===== src/logic/ppm_pkg.sv =====
`default_nettype none
package ppm_pkg;

	// ----------------------------------------------------------------
	// register map and field positions
	// ----------------------------------------------------------------
	localparam int PPM_DW = 32;
	localparam int PPM_RW = 8;
	localparam int PPM_OFS_W = 4;
	localparam logic [3:0] PPM_OFS_SYS = 4'h0;
	localparam logic [3:0] PPM_OFS_PIN = 4'h4;
	localparam logic [3:0] PPM_OFS_PORTC = 4'h8;
	localparam int SC_HOST = 1;
	localparam int SC_CHB = 2;
	localparam int SC_PB = 5;
	localparam int SC_PC = 7;
	localparam int PM_DAISY = 2;
	localparam int PM_MEMRQ = 3;
	localparam logic [7:0] PPM_SYS_RST = 8'h00;
	localparam logic [7:0] PPM_PIN_RST = 8'h00;

	// ----------------------------------------------------------------
	// function choice on the three-way pins
	// ----------------------------------------------------------------
	typedef enum logic [1:0] {
		PPM_FN_CPU = 2'b00,
		PPM_FN_CHB = 2'b01,
		PPM_FN_HOST = 2'b10
	} ppm_fn_type;

	// ----------------------------------------------------------------
	// carriers
	// ----------------------------------------------------------------
	typedef struct packed {
		logic o;
		logic oe;
	} ppm_drv_type;

	typedef struct packed {
		logic [7:0] pa;
		logic b_cd, b_cs, b_tck, b_rx, b_rck, b_sy;
		logic tri_a, tri_b;
		logic a_wr, a_dtr, a_cts, a_cd, a_sy, wr_pin, chain, b1_pin;
		logic irq1_n, irq2_n;
	} ppm_pad_in_type;

	typedef struct packed {
		logic [7:0] pa_o;
		logic [7:0] pa_oe;
		ppm_drv_type b_tx, b_tck, b_sy, tri_a, tri_b, tri_c;
		ppm_drv_type a_wr, a_dtr, a_cts, a_cd, a_sy, wr_pin, rd_pin, chain, b1_pin;
	} ppm_pad_out_type;

	typedef struct packed {
		logic [7:0] gpio_pa_o;
		logic [7:0] gpio_pa_oe;
		logic [7:0] host_data_o;
		logic host_data_oe;
		logic chan_b_tx_line;
		logic host_bus_drive_disable_n;
		ppm_drv_type chan_b_txrx_clock_n;
		ppm_drv_type chan_b_sync_n;
		ppm_drv_type async1_clock_or_dma0_end;
		logic chan_b_terminal_ready_or_request;
		logic host_interrupt_out;
		logic chan_b_wait_or_request;
		logic host_tx_ready_n;
		logic dma1_transfer_end_n;
		logic chan_b_request_to_send_n;
		logic host_rx_ready_n;
		logic a_wait_req;
		logic a_dtr_req;
		logic chan_a_request_to_send;
		logic memory_write_strobe_n;
		logic memory_read_strobe_n;
		logic memory_request_n;
		logic daisy_priority_out;
		logic [5:0] pc_o;
		logic [5:0] pc_oe;
		ppm_drv_type portb_bit1;
	} ppm_unit_out_type;

	typedef struct packed {
		logic [7:0] gpio_pa_i;
		logic [7:0] host_data_i;
		logic chan_b_carrier_detect_n;
		logic host_read_strobe_n;
		logic chan_b_clear_to_send_n;
		logic host_write_strobe_n;
		logic chan_b_txrx_clock_n;
		logic [2:0] host_reg_addr;
		logic chan_b_rx_line;
		logic chan_b_rxtx_clock_n;
		logic chan_b_sync_n;
		logic host_select_n;
		logic async1_clock_or_dma0_end;
		logic dma1_request_n;
		logic a_cts_n;
		logic a_cd_n;
		logic a_sync_n;
		logic daisy_priority_in;
		logic chan0_cts_n;
		logic portb_bit1;
		logic [7:0] pc_i;
	} ppm_unit_in_type;

	// inactive level of every unit input when its pin serves another unit
	localparam ppm_unit_in_type PPM_UIN_IDLE = '{8'h00, 8'h00, 1'b1, 1'b1, 1'b1, 1'b1,
		1'b1, 3'h0, 1'b1, 1'b1, 1'b1, 1'b1, 1'b0, 1'b1, 1'b1, 1'b1, 1'b1, 1'b1, 1'b1,
		1'b0, 8'h00};

endpackage : ppm_pkg
`default_nettype wire


===== src/logic/ppm_pin_mux.sv =====
// Notes on behaviour
// host mode puts host data on port A
// host mode: strobes in, drive-disable out
// host mode: chan B clocks/rx become addresses
// host mode: chan B sync becomes chip select
// two bits pick cpu, chan B, host
// port C takes chan A pins, memwrite pin only with PM_MEMRQ set
// daisy pin input or output by bit
// memory read pin gives read or request
// port C bits 7,6 read irq pins
// port B1 mode holds chan0 cts low
// unselected inputs idle; only selected drives
// select change acts cycle after write
//
// The register addresses and the APB slave port were chosen for this implementation.
`timescale 1ns/10ps
`default_nettype none
module ppm_pin_mux #(
	parameter int ADDR_W = 12
) (
	input wire logic pclk,
	input wire logic presetn,
	input wire logic psel,
	input wire logic penable,
	input wire logic pwrite,
	input wire logic [ADDR_W-1:0] paddr,
	input wire logic [ppm_pkg::PPM_DW-1:0] pwdata,
	output logic [ppm_pkg::PPM_DW-1:0] prdata,
	output logic pready,
	output logic pslverr,
	input wire ppm_pkg::ppm_pad_in_type pad_in,
	output ppm_pkg::ppm_pad_out_type pad_out,
	input wire ppm_pkg::ppm_unit_out_type unit_out,
	output ppm_pkg::ppm_unit_in_type unit_in
);
	import ppm_pkg::*;

	logic [PPM_RW-1:0] sys_r;
	logic [PPM_RW-1:0] pin_r;
	logic ready_r;
	logic slverr_r;
	logic [PPM_DW-1:0] rdata_r;
	ppm_pad_out_type pad_r;
	ppm_pad_out_type pad_nxt;
	ppm_unit_in_type uin_r;
	ppm_unit_in_type uin_nxt;
	ppm_pad_in_type pad_s;
	ppm_fn_type fn;
	logic host, acc, done, mapped;
	logic [PPM_RW-1:0] rd_mux;
	logic [7:0] pa_o_nxt, pa_oe_nxt, gpa_nxt, hd_nxt;

	if (ADDR_W < PPM_OFS_W) begin : g_chk
		$error("ppm_pin_mux: address too narrow for the register map");
	end

	// ----------------------------------------------------------------
	// pad inputs cross into pclk
	// ----------------------------------------------------------------
	ppm_sync2 #(.W($bits(ppm_pad_in_type))) u_sync (
		.pclk(pclk),
		.presetn(presetn),
		.d(pad_in),
		.q(pad_s)
	);

	// ----------------------------------------------------------------
	// apb slave, one wait state, error on unmapped offsets
	// ----------------------------------------------------------------
	assign acc = psel & penable;
	assign done = acc & ready_r;
	assign mapped = ((paddr >> PPM_OFS_W) == '0) &&
		(paddr[PPM_OFS_W-1:0] == PPM_OFS_SYS || paddr[PPM_OFS_W-1:0] == PPM_OFS_PIN ||
		paddr[PPM_OFS_W-1:0] == PPM_OFS_PORTC);

	always_comb begin
		rd_mux = '0;
		case (paddr[PPM_OFS_W-1:0])
			PPM_OFS_SYS: rd_mux = sys_r;
			PPM_OFS_PIN: rd_mux = pin_r;
			PPM_OFS_PORTC: rd_mux = uin_r.pc_i;
			default: rd_mux = '0;
		endcase
	end

	always_ff @(posedge pclk or negedge presetn) begin
		if (!presetn) begin
			ready_r <= 1'b0;
			slverr_r <= 1'b0;
			rdata_r <= '0;
		end else begin
			ready_r <= acc & ~ready_r;
			if (acc & ~ready_r) begin
				slverr_r <= ~mapped;
				rdata_r <= (mapped & ~pwrite) ? {{(PPM_DW-PPM_RW){1'b0}}, rd_mux} : '0;
			end
		end
	end

	// selects change only on the completing edge
	always_ff @(posedge pclk or negedge presetn) begin
		if (!presetn) begin
			sys_r <= PPM_SYS_RST;
			pin_r <= PPM_PIN_RST;
		end else if (done && pwrite && mapped) begin
			if (paddr[PPM_OFS_W-1:0] == PPM_OFS_SYS) begin
				sys_r <= pwdata[PPM_RW-1:0];
			end
			if (paddr[PPM_OFS_W-1:0] == PPM_OFS_PIN) begin
				pin_r <= pwdata[PPM_RW-1:0];
			end
		end
	end

	assign prdata = rdata_r;
	assign pready = ready_r;
	assign pslverr = slverr_r;

	// ----------------------------------------------------------------
	// port A: general purpose or host data
	// ----------------------------------------------------------------
	assign host = sys_r[SC_HOST];

	for (genvar gi = 0; gi < 8; gi++) begin : g_pa
		assign pa_o_nxt[gi] = host ? unit_out.host_data_o[gi] : unit_out.gpio_pa_o[gi];
		assign pa_oe_nxt[gi] = host ? unit_out.host_data_oe : unit_out.gpio_pa_oe[gi];
		assign gpa_nxt[gi] = host ? 1'b0 : pad_s.pa[gi];
		assign hd_nxt[gi] = host ? pad_s.pa[gi] : 1'b0;
	end

	// ----------------------------------------------------------------
	// routing of every other shared pin
	// ----------------------------------------------------------------
	always_comb begin
		pad_nxt = '0;
		uin_nxt = PPM_UIN_IDLE;
		pad_nxt.pa_o = pa_o_nxt;
		pad_nxt.pa_oe = pa_oe_nxt;
		uin_nxt.gpio_pa_i = gpa_nxt;
		uin_nxt.host_data_i = hd_nxt;
		if (host) begin
			uin_nxt.host_read_strobe_n = pad_s.b_cd;
			uin_nxt.host_write_strobe_n = pad_s.b_cs;
			pad_nxt.b_tx = '{unit_out.host_bus_drive_disable_n, 1'b1};
			uin_nxt.host_reg_addr = {pad_s.b_rck, pad_s.b_rx, pad_s.b_tck};
			uin_nxt.host_select_n = pad_s.b_sy;
		end else begin
			uin_nxt.chan_b_carrier_detect_n = pad_s.b_cd;
			uin_nxt.chan_b_clear_to_send_n = pad_s.b_cs;
			pad_nxt.b_tx = '{unit_out.chan_b_tx_line, 1'b1};
			pad_nxt.b_tck = unit_out.chan_b_txrx_clock_n;
			uin_nxt.chan_b_txrx_clock_n = pad_s.b_tck;
			uin_nxt.chan_b_rx_line = pad_s.b_rx;
			uin_nxt.chan_b_rxtx_clock_n = pad_s.b_rck;
			pad_nxt.b_sy = unit_out.chan_b_sync_n;
			uin_nxt.chan_b_sync_n = pad_s.b_sy;
		end
		case (fn)
			PPM_FN_CPU: begin
				pad_nxt.tri_a = unit_out.async1_clock_or_dma0_end;
				uin_nxt.async1_clock_or_dma0_end = pad_s.tri_a;
				uin_nxt.dma1_request_n = pad_s.tri_b;
				pad_nxt.tri_c = '{unit_out.dma1_transfer_end_n, 1'b1};
			end
			PPM_FN_CHB: begin
				pad_nxt.tri_a = '{unit_out.chan_b_terminal_ready_or_request, 1'b1};
				pad_nxt.tri_b = '{unit_out.chan_b_wait_or_request, 1'b1};
				pad_nxt.tri_c = '{unit_out.chan_b_request_to_send_n, 1'b1};
			end
			PPM_FN_HOST: begin
				pad_nxt.tri_a = '{unit_out.host_interrupt_out, 1'b1};
				pad_nxt.tri_b = '{unit_out.host_tx_ready_n, 1'b1};
				pad_nxt.tri_c = '{unit_out.host_rx_ready_n, 1'b1};
			end
			default: begin
				pad_nxt.tri_c = '{1'b1, 1'b0};
			end
		endcase
		if (sys_r[SC_PC]) begin
			pad_nxt.a_wr = '{unit_out.pc_o[5], unit_out.pc_oe[5]};
			pad_nxt.a_dtr = '{unit_out.pc_o[3], unit_out.pc_oe[3]};
			pad_nxt.a_cts = '{unit_out.pc_o[1], unit_out.pc_oe[1]};
			pad_nxt.a_cd = '{unit_out.pc_o[0], unit_out.pc_oe[0]};
			pad_nxt.a_sy = '{unit_out.pc_o[4], unit_out.pc_oe[4]};
			uin_nxt.pc_i[5] = pad_s.a_wr;
			uin_nxt.pc_i[4] = pad_s.a_sy;
			uin_nxt.pc_i[3] = pad_s.a_dtr;
			uin_nxt.pc_i[1] = pad_s.a_cts;
			uin_nxt.pc_i[0] = pad_s.a_cd;
		end else begin
			pad_nxt.a_wr = '{unit_out.a_wait_req, 1'b1};
			pad_nxt.a_dtr = '{unit_out.a_dtr_req, 1'b1};
			uin_nxt.a_cts_n = pad_s.a_cts;
			uin_nxt.a_cd_n = pad_s.a_cd;
			uin_nxt.a_sync_n = pad_s.a_sy;
		end
		if (!pin_r[PM_MEMRQ]) begin
			pad_nxt.wr_pin = '{unit_out.memory_write_strobe_n, 1'b1};
		end else if (sys_r[SC_PC]) begin
			pad_nxt.wr_pin = '{unit_out.pc_o[2], unit_out.pc_oe[2]};
			uin_nxt.pc_i[2] = pad_s.wr_pin;
		end else begin
			pad_nxt.wr_pin = '{unit_out.chan_a_request_to_send, 1'b1};
		end
		pad_nxt.rd_pin = '{pin_r[PM_MEMRQ] ? unit_out.memory_request_n :
			unit_out.memory_read_strobe_n, 1'b1};
		if (pin_r[PM_DAISY]) begin
			pad_nxt.chain = '{unit_out.daisy_priority_out, 1'b1};
		end else begin
			uin_nxt.daisy_priority_in = pad_s.chain;
		end
		uin_nxt.pc_i[7] = pad_s.irq2_n;
		uin_nxt.pc_i[6] = pad_s.irq1_n;
		if (sys_r[SC_PB]) begin
			pad_nxt.b1_pin = unit_out.portb_bit1;
			uin_nxt.portb_bit1 = pad_s.b1_pin;
			uin_nxt.chan0_cts_n = 1'b0;
		end else begin
			uin_nxt.chan0_cts_n = pad_s.b1_pin;
		end
	end

	assign fn = sys_r[SC_HOST] ? PPM_FN_HOST : (sys_r[SC_CHB] ? PPM_FN_CHB : PPM_FN_CPU);

	always_ff @(posedge pclk or negedge presetn) begin
		if (!presetn) begin
			pad_r <= '0;
			uin_r <= PPM_UIN_IDLE;
		end else begin
			pad_r <= pad_nxt;
			uin_r <= uin_nxt;
		end
	end

	assign pad_out = pad_r;
	assign unit_in = uin_r;
endmodule : ppm_pin_mux
`default_nettype wire


===== src/logic/ppm_sync2.sv =====
`timescale 1ns/10ps
`default_nettype none
module ppm_sync2 #(
	parameter int W = 1
) (
	input wire logic pclk,
	input wire logic presetn,
	input wire logic [W-1:0] d,
	output logic [W-1:0] q
);
	logic [W-1:0] meta_r;

	// ----------------------------------------------------------------
	// two-stage synchroniser, first stage feeds only the second
	// ----------------------------------------------------------------
	always_ff @(posedge pclk or negedge presetn) begin
		if (!presetn) begin
			meta_r <= '0;
			q <= '0;
		end else begin
			meta_r <= d;
			q <= meta_r;
		end
	end

	if (W < 1) begin : g_chk
		$error("ppm_sync2: width must be at least one");
	end
endmodule : ppm_sync2
`default_nettype wire


===== config.mk =====
export PLATFORM = sky130hd
export DESIGN_NAME = ppm_pin_mux
export DESIGN_NICKNAME = d
export VERILOG_FILES = /design/src/logic/ppm_pkg.sv /design/src/logic/ppm_pin_mux.sv /design/src/logic/ppm_sync2.sv
export SDC_FILE = /design/constraint.sdc
export NUM_CORES = 1
export LEC_CHECK = 0
export BUFFER_PORTS_ARGS = -buffer_cell sky130_fd_sc_hd__buf_2
export CELL_PAD_IN_SITES_DETAIL_PLACEMENT = 1
export CELL_PAD_IN_SITES_GLOBAL_PLACEMENT = 1
export CORE_MARGIN = 2
export CORE_UTILIZATION = 35
export DETAILED_ROUTE_END_ITERATION = 10
export PLACE_DENSITY_LB_ADDON = 0.1
export SETUP_SLACK_MARGIN = 0.2
export SLEW_MARGIN = 30
export SYNTH_ARGS = -nofsm -noshare
export SYNTH_HDL_FRONTEND = slang
export SYNTH_SLANG_ARGS = --single-unit

===== constraint.sdc =====
create_clock -name pclk -period 2.1 [get_ports pclk]
set_clock_uncertainty 0.1 [all_clocks]
set_input_delay 0.42 -clock pclk [delete_from_list [all_inputs] [get_ports pclk]]
set_output_delay 0.42 -clock pclk [all_outputs]
set_load 0.03 [all_outputs]

Word-level counts from Yosys, hierarchy flattened
Cells that the tools add are included.
- register bits: 192
- input port bits: 136
- logic and storage cells: 146
- equal/unequal tests: 4
- muxes and demuxes: 65
- bitwise operators: 7
- reduce and logical (&&, ||, !) cells: 10
- operators by type and width (kind ; count):
    1-bit 2-to-1 mux ; 45
    8-bit case mux with 3 select lines ; 1
    2-bit 2-to-1 mux ; 8
    12-bit logical NOT ; 1
    3-bit 2-to-1 mux ; 4
    2-bit case mux with 3 select lines ; 2
    4-bit 2-to-1 mux ; 2
    8-bit 2-to-1 mux ; 1
    6-bit 2-to-1 mux ; 1
    1-bit bitwise AND ; 4
    4-bit by 3-bit equality test with 1-bit output, second input constant ; 1
    4-bit equality test, second input constant ; 1
    4-bit logical NOT ; 1
    2-bit case mux with 2 select lines ; 1
    2-bit AND reduction ; 2
    1-bit logical AND ; 3
    1-bit NOT ; 3
    2-bit by 1-bit equality test with 1-bit output, second input constant ; 1
    2-bit equality test, second input constant ; 1
    2-bit logical NOT ; 1
    1-bit logical OR ; 2

Longest topological paths before layout
Gate-level depths: netlist (run 1).
- word-level depth: 6
- depth in mapped cells: 6

Modules after synthesis
From an unflattened synthesis (run 1), not the netlist that was laid out.
- cells, all modules: 376
- area, all modules: 5674.2 um^2
- by module, submodules not included (module ; instances ; cells an instance ; area an instance (um^2)):
    ppm_pin_mux ; 1 ; 324 ; 4372.9
    ppm_sync2 ; 1 ; 52 ; 1301.2

Least setup slack after synthesis (run 1)
OpenSTA, ideal clock, no wires.
- path type: input-to-reg
- start point: input paddr[1]
- end point: register pin_r[0]
- data arrival time: 1928 ps
- data required time: 1875 ps
- path slack: -53 ps
- cell stages on the path: 4
- path buffers: 1
- cells stage by stage: or4_4 or4_4 buf_6 mux2_4
- cells in the longest elaborated chain, start to end: 6
- ends and longest elaborated chain (what ; line ; RTL):
    from (decl) ; ppm_pin_mux.sv:26 ; input wire logic [ADDR_W-1:0] paddr,
    4-bit by 3-bit equality test with 1-bit output / 4-bit logical NOT (equally long branches) ; ppm_pin_mux.sv:73, ppm_pin_mux.sv:109 ;
    1-bit logical OR (2 in a row) ; ppm_pin_mux.sv:73 ; (paddr[PPM_OFS_W-1:0] == PPM_OFS_SYS || paddr[PPM_OFS_W-1:0] == PPM_OFS_PIN ||
    1-bit logical AND ; ppm_pin_mux.sv:72 ; assign mapped = ((paddr >> PPM_OFS_W) == '0) &&
    1-bit logical AND ; ppm_pin_mux.sv:105 ; end else if (done && pwrite && mapped) begin
    2-bit AND reduction (no source line) * ; n/a ;
    to (signal assigned) ; ppm_pin_mux.sv:110 ; pin_r <= pwdata[PPM_RW-1:0];
    to (decl) ; ppm_pin_mux.sv:39 ; logic [PPM_RW-1:0] pin_r;
Mark *: on every way between the ends. The rest lies on a longest branch, timed or not.
A chain may end at the register's enable or synchronous reset.

Final worst setup path (run 1)
- start point: register ready_r, in the netlist pready
- end point: register pin_r[1]
- cells in the longest elaborated chain, start to end: 4
- ends and longest elaborated chain (what ; line ; RTL):
    from (decl) ; ppm_pin_mux.sv:40 ; logic ready_r;
    from (signal assigned) ; ppm_pin_mux.sv:92 ; ready_r <= acc & ~ready_r;
    1-bit bitwise AND ; ppm_pin_mux.sv:71 ; assign done = acc & ready_r;
    1-bit logical AND (2 in a row) ; ppm_pin_mux.sv:105 ;
    2-bit AND reduction (no source line) ; n/a ;
No other way between the ends.

==> flow_metrics.py, run 1 <==
metrics = {
    "setup_path": {
        "cp-startpoint": "pready$_DFF_PN0_",
        "path_max_fanout": 8,
        "crit_required_ns": 2.30,
        "end_kind": "register",
        "cp_cell_sequence": "nand2_2 -> or3_4 -> or4_4 -> mux2_4",
        "arrival_ns": 2.08,
        "reg2reg_to": "pin_r[1]$_DFFE_PN0P_",
        "cp_num_cells": 4,
        "cpPeakStageDelay_ns": 0.55,
        "cp-start-kind": "register",
        "worst-r2r-setup-slack_ns": 0.22,
        "crit_buf_inv": 0,
        "r2r.worst_path.cells": 4,
        "cp_slowest_cell": "or4_4",
        "critPathKind": "register to register",
        "crit_family": "simple AND/OR/NAND/NOR gates",
        "worstReg2RegStart": "pready$_DFF_PN0_",
        "cp-endpoint": "pin_r[1]$_DFFE_PN0P_",
    },
    "sta": {
        "finalSetupViolations": 0,
        "slew_violations": 0,
        "hold_violations": 0,
        "max_freq_mhz": 533,
        "rsz0062_at_grt": "true",
        "tns_ns": 0,
        "slew_headroom_pct": 54.7,
        "tightest_slew_ns": 0.680,
        "fin_crit_ns": 1.88,
        "min_period_over_period_pct": 89.3,
    },
    "yosys": {
        "yosysTopAreaCell": "dfrtp_1",
        "synth_async_sr_flop_share_pct": 100,
        "synth_edf_count": 0,
        "synth-seq-cells": 167,
        "yosysWarnings": 0,
        "avgSynthCellArea_sq_um": 15.1,
        "yosysSeqAreaShare_pct": 74.0,
        "synth_common_cells": "152 x dfrtp_1, 26 x and2_1, 25 x buf_4, 20 x mux2_2, 20 x o21ai_0",
        "netlist_area_sq_um": 5670,
        "synth-main-ff-cell": "dfrtp_1",
        "yosysUniqueCellTypes": 27,
        "synth.top_cell.area_share_pct": 67.0,
        "synth_area_leaders": "dfrtp_1 67%, dfstp_2 6.9%, mux2_2 4.0%, buf_4 3.3%, and2_1 2.9%",
        "syn_inst": 376,
        "synth_most_common_cell": "dfrtp_1",
    },
    "detailed_routing": {
        "vias": 3698,
        "drtPass1Iterations": 4,
        "ant_nets": 0,
        "drtIter0Drc": 117,
        "post_drt_wl_per_cell_um": 15.3,
        "totalWireLength_um": 13200,
        "drc": 0,
        "via_per_inst": 4.29,
    },
    "grt": {
        "grt_max_degree": 48,
        "grt_pass1_vias": 4124,
        "grt_overflow": 0,
        "antenna_found_initial": 0,
        "grt_util_all_layers_pct": 16.4,
        "grt_pass1_wl_um": 22100,
    },
    "clocking": {
        "cts_buffers": 17,
        "path_clk_slew_ns": 0.07,
        "clk_path_buf_depth": 2,
        "insertion_delay_ns": 0.42,
        "cts_tree": "yes",
        "cts-root-buf": "clkbuf_16",
        "h-tree-depth": 4,
        "cts.sink_count": 167,
    },
    "power_and_ir_drop": {
        "ir_worst_vdd_uv": 569,
        "p_per_area_nw_per_um2": 866,
        "leakagePower_nw": 4.05,
        "fin_total_pwr_w": 0.00682,
    },
    "die": {
        "dieHeight_um": 131,
        "start_util_pct": 35.7,
        "core_area_sq_um": 15900,
        "pin_count": 260,
        "die-area_sq_um": 17200,
        "die_x_um": 131,
        "num_rows": 46,
    },
    "place": {
        "gp_congestion": 0.743,
        "dp_hpwl_um": 9330,
        "place_inst": 802,
        "io_buffers": 211,
        "dpl_cell_area_sq_um": 7040,
    },
    "layout": {
        "finalInstanceArea_sq_um": 7880,
        "multi_input_comb_area_sq_um": 1310,
        "fin_nets": 769,
        "seq_area_sq_um": 4200,
        "area_growth_pct": 38.8,
        "fillers": 1720,
        "drive_gt1_share_pct": 49.8,
        "final_cell_count_no_fill": 862,
        "fin_util_pct": 49.6,
        "antennaDiodeCount": 0,
    },
    "run": {
        "cap_violations": 0,
    },
    "status": {
        "status": "finished clean",
    },
    "hold_path": {
        "hold_class": "input port to register",
    },
}
==> worst min-delay path by stage <==
stage,end,cells after the start,startpoint
finish,pad_out[22]$_DFF_PN0_,2,unit_out[28]
global route,pad_out[6]$_DFF_PN0_,2,unit_out[4]
CTS,pad_out[22]$_DFF_PN0_,2,unit_out[28]
detailed placement,u_sync.q[10]$_DFF_PN0_,0,u_sync.meta_r[10]$_DFF_PN0_
global placement,u_sync.q[5]$_DFF_PN0_,0,u_sync.meta_r[5]$_DFF_PN0_
floorplan,pad_out[0]$_DFF_PN0_,0,presetn
==> timing repair <==
item / 4_1_cts / 5_1_grt
endpoints found under the setup margin: 0 / 8
setup buffers: 0 / 1
hold endpoints to repair: 59 / 0
hold buffers: 27 / 0
resized for setup: 0 / 1
==> state kept, by name, indices dropped and copies added (netlist names) <==
signal         flops
pad_out           45
pin_r              8
prdata             8
pready             1
pslverr            1
sys_r              8
u_sync.meta_r     26
u_sync.q          26
unit_in           44
==> power by group <==
part	total (W)	leakage, nW	internal [W]	switching (W)
logic	0.000541	1.74	0.000200	0.000341
registers	0.00336	2.04	0.00333	0.0000297
clock network	0.00292	0.271	0.00158	0.00134
total	0.00682	4.05	0.00511	0.00171
==> cells by family after synthesis <==
kind of cell    after synthesis  synth area share, %
simple gates                 88                 9.53
flops                       167                 74.0
compound gates               30                 3.24
other cells                   2                0.132
mux                          39                 8.03
buf+inv                      50                 5.09
==> metrics by stage <==
stage	hold WS (ns)	setup WS [ns]
4_1_cts	0.0582	0.212
3_3_place_gp	0.232	-0.155
5_1_grt	0.0818	0.197
6_report	0.0776	0.224
2_1_floorplan	0.0244	-0.0523
3_5_place_dp	0.236	-0.175
==> cells in the final DEF, fill, tap and decap left out, drive strengths merged <==
| cell type | count |
|---|---|
| clkinvlp | 2 |
| a22o | 8 |
| clkbuf | 18 |
| or3 | 3 |
| or2 | 12 |
| nor4 | 3 |
| o21ai | 20 |
| nand2b | 5 |
| mux2i | 11 |
| dfstp | 15 |
| dfrtp | 152 |
| nand2 | 17 |
| and3 | 1 |
| inv | 19 |
| or4 | 2 |
| mux2 | 28 |
| conb | 26 |
| dlygate4sd3 | 27 |
| nand3b | 1 |
| buf | 226 |
| a21oi | 1 |
| clkinv | 4 |
| and2 | 26 |
| nor2 | 4 |
| nor2b | 14 |
| a21o | 1 |
==> per-layer routing <==
| metal | GRT usage [%] | up-vias | share of wire, % |
|---|---|---|---|
| met4 | 5.80 | 0 | 1.5 |
| li1 | - | 1683 | - |
| met3 | 5.56 | 14 | 6.6 |
| met5 | 0 | - | 0 |
| met1 | 18.9 | 1865 | 39 |
| met2 | 28.5 | 136 | 53 |
==> layout make-up <==
class	instances	area share [%]
clock buffers	18	5.58
clock inverters	14	1.46
inverters	11	0.524
multi-input cells	183	16.7
flip-flops and latches	167	53.3
well taps	216	3.43
repair buffers	253	19.0
No activity file was read; power rests on OpenSTA's default activity.
==> run 2, diff against run 1 <==
--- a/config.mk
+++ b/config.mk
@@ -9,7 +9,7 @@
 export CELL_PAD_IN_SITES_DETAIL_PLACEMENT = 1
 export CELL_PAD_IN_SITES_GLOBAL_PLACEMENT = 1
 export CORE_MARGIN = 2
-export CORE_UTILIZATION = 35
+export CORE_UTILIZATION = 36
 export DETAILED_ROUTE_END_ITERATION = 10
 export PLACE_DENSITY_LB_ADDON = 0.1
 export SETUP_SLACK_MARGIN = 0.2
==> flow_metrics.py, run 2 (synthesis gave the netlist of run 1 again) <==
metrics = {
    "status": {
        "status": "finished clean",
    },
    "setup_path": {
        "cp_cell_sequence": "nand2_1 -> or3_4 -> or4_4 -> mux2_4",
        "crit_family": "simple AND/OR/NAND/NOR gates",
        "cpPeakStageDelay_ns": 0.55,
        "arrival_ns": 2.06,
        "critPathKind": "register to register",
        "cp_slowest_cell": "or4_4",
        "cp-start-kind": "register",
        "worst-r2r-setup-slack_ns": 0.24,
        "path_max_fanout": 8,
        "crit_required_ns": 2.30,
        "end_kind": "register",
        "crit_buf_inv": 0,
    },
    "grt": {
        "grt_pass1_vias": 4016,
        "met1_usage_pct": 18.1,
        "grt_util_all_layers_pct": 15.7,
        "antenna_found_initial": 1,
        "gr-usage-met2_pct": 27.2,
        "grt_overflow": 0,
        "grtUsageMet3_pct": 5.45,
        "grt_pass1_wl_um": 20000,
        "busiest_layer": "met2",
        "grt_max_degree": 46,
    },
    "layout": {
        "area_growth_pct": 37.9,
        "fillers": 1663,
        "final_cell_count_no_fill": 855,
        "final_cell_mix": "210 x buf_2, 150 x dfrtp_1, 26 x and2_1, 26 x conb_1, 25 x dlygate4sd3_1",
        "largest_register_ffs": 45,
        "fin_nets": 766,
        "drive_gt1_share_pct": 49.6,
        "layout_commonest_cell": "buf_2",
        "fin_util_pct": 51.1,
    },
    "detailed_routing": {
        "via_per_inst": 4.26,
        "post_drt_wl_per_cell_um": 14.8,
        "totalWireLength_um": 12700,
        "ant_nets": 0,
        "vias": 3642,
        "drc": 0,
        "drtPass1Iterations": 4,
        "drtIter0Drc": 57,
    },
    "die": {
        "core_area_sq_um": 15300,
        "start_util_pct": 37.1,
        "die_x_um": 130,
        "die-area_sq_um": 16800,
        "num_rows": 45,
        "dieHeight_um": 130,
        "pin_count": 260,
    },
    "clocking": {
        "insertion_delay_ns": 0.41,
        "cts_tree": "yes",
        "cts_buffers": 17,
        "clk_path_buf_depth": 2,
        "cts-root-buf": "clkbuf_16",
        "h-tree-depth": 4,
        "path_clk_slew_ns": 0.06,
        "cts-resized-gates": 0,
        "cts.sink_count": 167,
    },
    "power_and_ir_drop": {
        "ir_worst_vdd_uv": 508,
        "p_per_area_nw_per_um2": 874,
        "fin_total_pwr_w": 0.00684,
        "leakagePower_nw": 4.02,
    },
    "place": {
        "io_buffers": 211,
        "dp_hpwl_um": 8900,
        "preCtsSetupSlack_ns": -0.160,
        "gp_congestion": 0.756,
        "place_inst": 797,
    },
    "sta": {
        "slew_headroom_pct": 48.1,
        "tightest_slew_ns": 0.778,
        "min_period_over_period_pct": 88.6,
        "fin_ws_ns": 0.239,
        "fin_crit_ns": 1.86,
        "hold_violations": 0,
        "max_freq_mhz": 537,
        "finalSetupViolations": 0,
        "slew_violations": 0,
        "rsz0062_at_grt": "true",
    },
    "hold_path": {
        "hold_class": "input port to register",
    },
    "run": {
        "cap_violations": 0,
    },
}
[run 2: path summary, 6_finish.rpt]
| check | endpoint | depth (start not counted) | startpoint |
|---|---|---|---|
| hold reg to reg | u_sync.q[23]$_DFF_PN0_ | 0 | u_sync.meta_r[23]$_DFF_PN0_ |
| setup / recovery | pin_r[6]$_DFFE_PN0P_ | 4 | pready$_DFF_PN0_ |
| hold / removal | u_sync.meta_r[4]$_DFF_PN0_ | 1 | pad_in[4] |
| min in group asynchronous | unit_in[21]$_DFF_PN0_ | 2 | presetn |
| max in group asynchronous | unit_in[14]$_DFF_PN1_ | 3 | presetn |
| setup reg to reg | pin_r[6]$_DFFE_PN0P_ | 4 | pready$_DFF_PN0_ |
[run 2: where the power goes]
part	total, W	switching (W)	internal (W)
Sequential	0.00336	0.0000294	0.00333
Clock	0.00295	0.00127	0.00168
Combinational	0.000533	0.000340	0.000194
[run 2: routing by layer]
layer  part of all wire (%)  up-vias
met4                    1.6        0
met3                    7.5       15
li1                       -     1677
met2                     52      143
met5                      0        -
met1                     39     1807
[run 2: metrics by stage]
stage               area [sq um]  hold slack, ns  TNS (ns)
floorplan                   5800          0.0244    -0.418
global placement            7010           0.231     -1.58
detailed placement          7010           0.236     -1.53
CTS                         7820         0.00129         0
global route                7830         0.00452         0
finish                      7830          0.0233         0
[run 2: final cells by class]
type	instances	area, sq um	area share (%)
Multi-Input combinational cell	183	1310	16.8
Clock inverter	13	123	1.57
Sequential cell	167	4200	53.7
Clock buffer	19	443	5.66
Antenna cell	1	2.50	0.0320
Inverter	11	41.3	0.527
Timing Repair Buffer	250	1440	18.4
Tap cell	211	264	3.37
[run 2: worst reg2reg max path, delay by kind of cell (launching register included)]
kind	cells	cell delay [ns]
AND/OR/NAND/NOR	3	0.95
flip-flops	1	0.36
multiplexers	1	0.34
[run 2: what timing repair did]
item / in CTS / in global routing
endpoints found under the setup margin: 0 / 1
hold buffers: 24 / 1
hold endpoints to repair: 58 / 1
buffers inserted: 0 / 0
==> run 3, diff against run 2 <==
--- a/config.mk
+++ b/config.mk
@@ -5,12 +5,12 @@
 export SDC_FILE = /design/constraint.sdc
 export NUM_CORES = 1
 export LEC_CHECK = 0
-export BUFFER_PORTS_ARGS = -buffer_cell sky130_fd_sc_hd__buf_2
 export CELL_PAD_IN_SITES_DETAIL_PLACEMENT = 1
 export CELL_PAD_IN_SITES_GLOBAL_PLACEMENT = 1
 export CORE_MARGIN = 2
-export CORE_UTILIZATION = 36
+export CORE_UTILIZATION = 40
 export DETAILED_ROUTE_END_ITERATION = 10
+export DONT_BUFFER_PORTS = 1
 export PLACE_DENSITY_LB_ADDON = 0.1
 export SETUP_SLACK_MARGIN = 0.2
 export SLEW_MARGIN = 30
==> flow_metrics.py, run 3 (synthesis gave the netlist of run 1 again) <==
metrics = {
    "clocking": {
        "cts.sink_count": 167,
        "path_clk_slew_ns": 0.06,
        "cts_tree": "yes",
        "insertion_delay_ns": 0.42,
        "h-tree-depth": 4,
        "cts_buffers": 17,
        "clk_path_buf_depth": 2,
        "cts-root-buf": "clkbuf_16",
        "cts_setup_buffers": 0,
        "cts.hold.buffers_added": 30,
        "cts-resized-gates": 0,
    },
    "place": {
        "dp_hpwl_um": 7170,
        "gp_congestion": 0.672,
        "io_buffers": 0,
        "dpl_cell_area_sq_um": 5840,
        "place_inst": 547,
    },
    "die": {
        "num_rows": 43,
        "start_util_pct": 40.9,
        "dieHeight_um": 123,
        "pin_count": 260,
        "die_x_um": 123,
        "die-area_sq_um": 15200,
        "core_area_sq_um": 13900,
    },
    "power_and_ir_drop": {
        "comb_power_share_pct": 2.5,
        "fin_total_pwr_w": 0.00698,
        "power.internal_w": 0.00546,
        "leakagePower_nw": 3.16,
        "pwr-share-seq_pct": 50.0,
        "power_switching_w": 0.00152,
        "netSwitchingFraction_pct": 21.8,
        "p_per_area_nw_per_um2": 1030,
        "clock_power_share_pct": 47.5,
        "ir_worst_vdd_uv": 540,
    },
    "detailed_routing": {
        "post_drt_wl_per_cell_um": 18.0,
        "via_per_inst": 4.62,
        "ant_nets": 0,
        "drtPass1Iterations": 4,
        "drtIter0Drc": 94,
        "vias": 2826,
        "drc": 0,
        "totalWireLength_um": 11000,
    },
    "grt": {
        "grt_pass1_vias": 3074,
        "grt_max_degree": 168,
        "grt_overflow": 0,
        "grt_util_all_layers_pct": 15.0,
        "antenna_found_initial": 1,
        "grt_pass1_wl_um": 16400,
    },
    "sta": {
        "min_period_over_period_pct": 88.4,
        "slew_headroom_pct": 54.5,
        "rsz0062_at_grt": "false",
        "hold_ws_ns": -0.411,
        "hold_violations": 167,
        "finalSetupViolations": 0,
        "slew_violations": 0,
        "tightest_slew_ns": 0.683,
        "max_freq_mhz": 539,
        "fin_crit_ns": 1.86,
    },
    "layout": {
        "finalInstanceArea_sq_um": 6800,
        "final_cell_mix": "150 x dfrtp_1, 32 x dlygate4sd3_1, 26 x and2_1, 26 x conb_1, 20 x o21ai_0",
        "fin_nets": 554,
        "drive_gt1_share_pct": 23.0,
        "largest_register_ffs": 45,
        "final_cell_count_no_fill": 612,
        "layout_commonest_cell": "dfrtp_1",
        "area_growth_pct": 19.8,
    },
    "setup_path": {
        "crit_required_ns": 2.31,
        "cp-start-kind": "register",
        "path_max_fanout": 8,
        "end_kind": "register",
        "critPathKind": "register to register",
        "arrival_ns": 2.06,
    },
    "run": {
        "cap_violations": 0,
    },
    "hold_path": {
        "hold_class": "input port to async pin",
    },
    "status": {
        "status": "complete, but fails checks",
        "failed_checks": "negative hold slack",
    },
}
-- run 3: changes by cell type in the layout (fill, tap and decap cells not counted), sizes merged --
cell / change
clkbuf: +1
clkinvlp: -2
clkinv: -3
bufinv: +3
dlygate4sd3: +7
buf: -219
inv: +1
-- run 3: worst max-delay path: stages, from the launching register on --
cell and delay (ns):
dfrtp_2 0.35, nand2_1 0.05, or3_4 0.34, or4_4 0.56
mux2_4 0.34
-- run 3: worst paths after layout --
check	startpoint	to	slack, ns	cells after the start
worst min-delay path	presetn	unit_in[40]$_DFF_PN0_	-0.41	0
min in group pclk	unit_out[24]	pad_out[21]$_DFF_PN0_	0.03	2
worst max register to register	pready$_DFF_PN0_	pin_r[0]$_DFFE_PN0P_	0.24	4
worst min register to register	u_sync.meta_r[23]$_DFF_PN0_	u_sync.q[23]$_DFF_PN0_	0.24	0
worst max-delay path	pready$_DFF_PN0_	pin_r[0]$_DFFE_PN0P_	0.24	4
max in group asynchronous	presetn	unit_in[12]$_DFF_PN1_	2.06	0
-- run 3: area by class of cell --
cell class,count,area (sq um)
inverter,11,41.3
clock buffer,20,447
tap,180,225
clock inverter,12,190
fill,1329,7090
sequential,167,4200
multi-input combinational,183,1310
antenna,1,2.50
timing repair buffer,38,378
-- run 3: per-stage QoR --
stage | setup WS, ns | TNS, ns | util [%] | hold slack, ns
floorplan | -0.0523 | -0.418 | - | 0.0244
global placement | -0.0626 | -0.494 | 42.0 | 0.0277
detailed placement | -0.0724 | -0.532 | 42.0 | 0.0277
CTS | 0.228 | 0 | 48.8 | -0.436
global route | 0.200 | 0 | 49.0 | -0.450
finish | 0.243 | 0 | 49.0 | -0.411
-- run 3: per-layer routing --
metal / vias to the layer above / track usage, % / part of all wire [%]
met5: - / 0 / 0
met1: 1430 / 16.5 / 36
met4: 0 / 6.39 / 1.8
met3: 16 / 9.09 / 11
li1: 1250 / - / -
met2: 130 / 23.5 / 51
-- run 3: power groups by stage --
stage	combinational (W)	sequential [W]	clock, W
after floorplan	0.000158	0.00354	0
after global placement	0.000125	0.00355	0
after detailed placement	0.000128	0.00355	0
after CTS	0.000174	0.00349	0.00343
after global routing	0.000193	0.00350	0.00356
final	0.000176	0.00349	0.00332
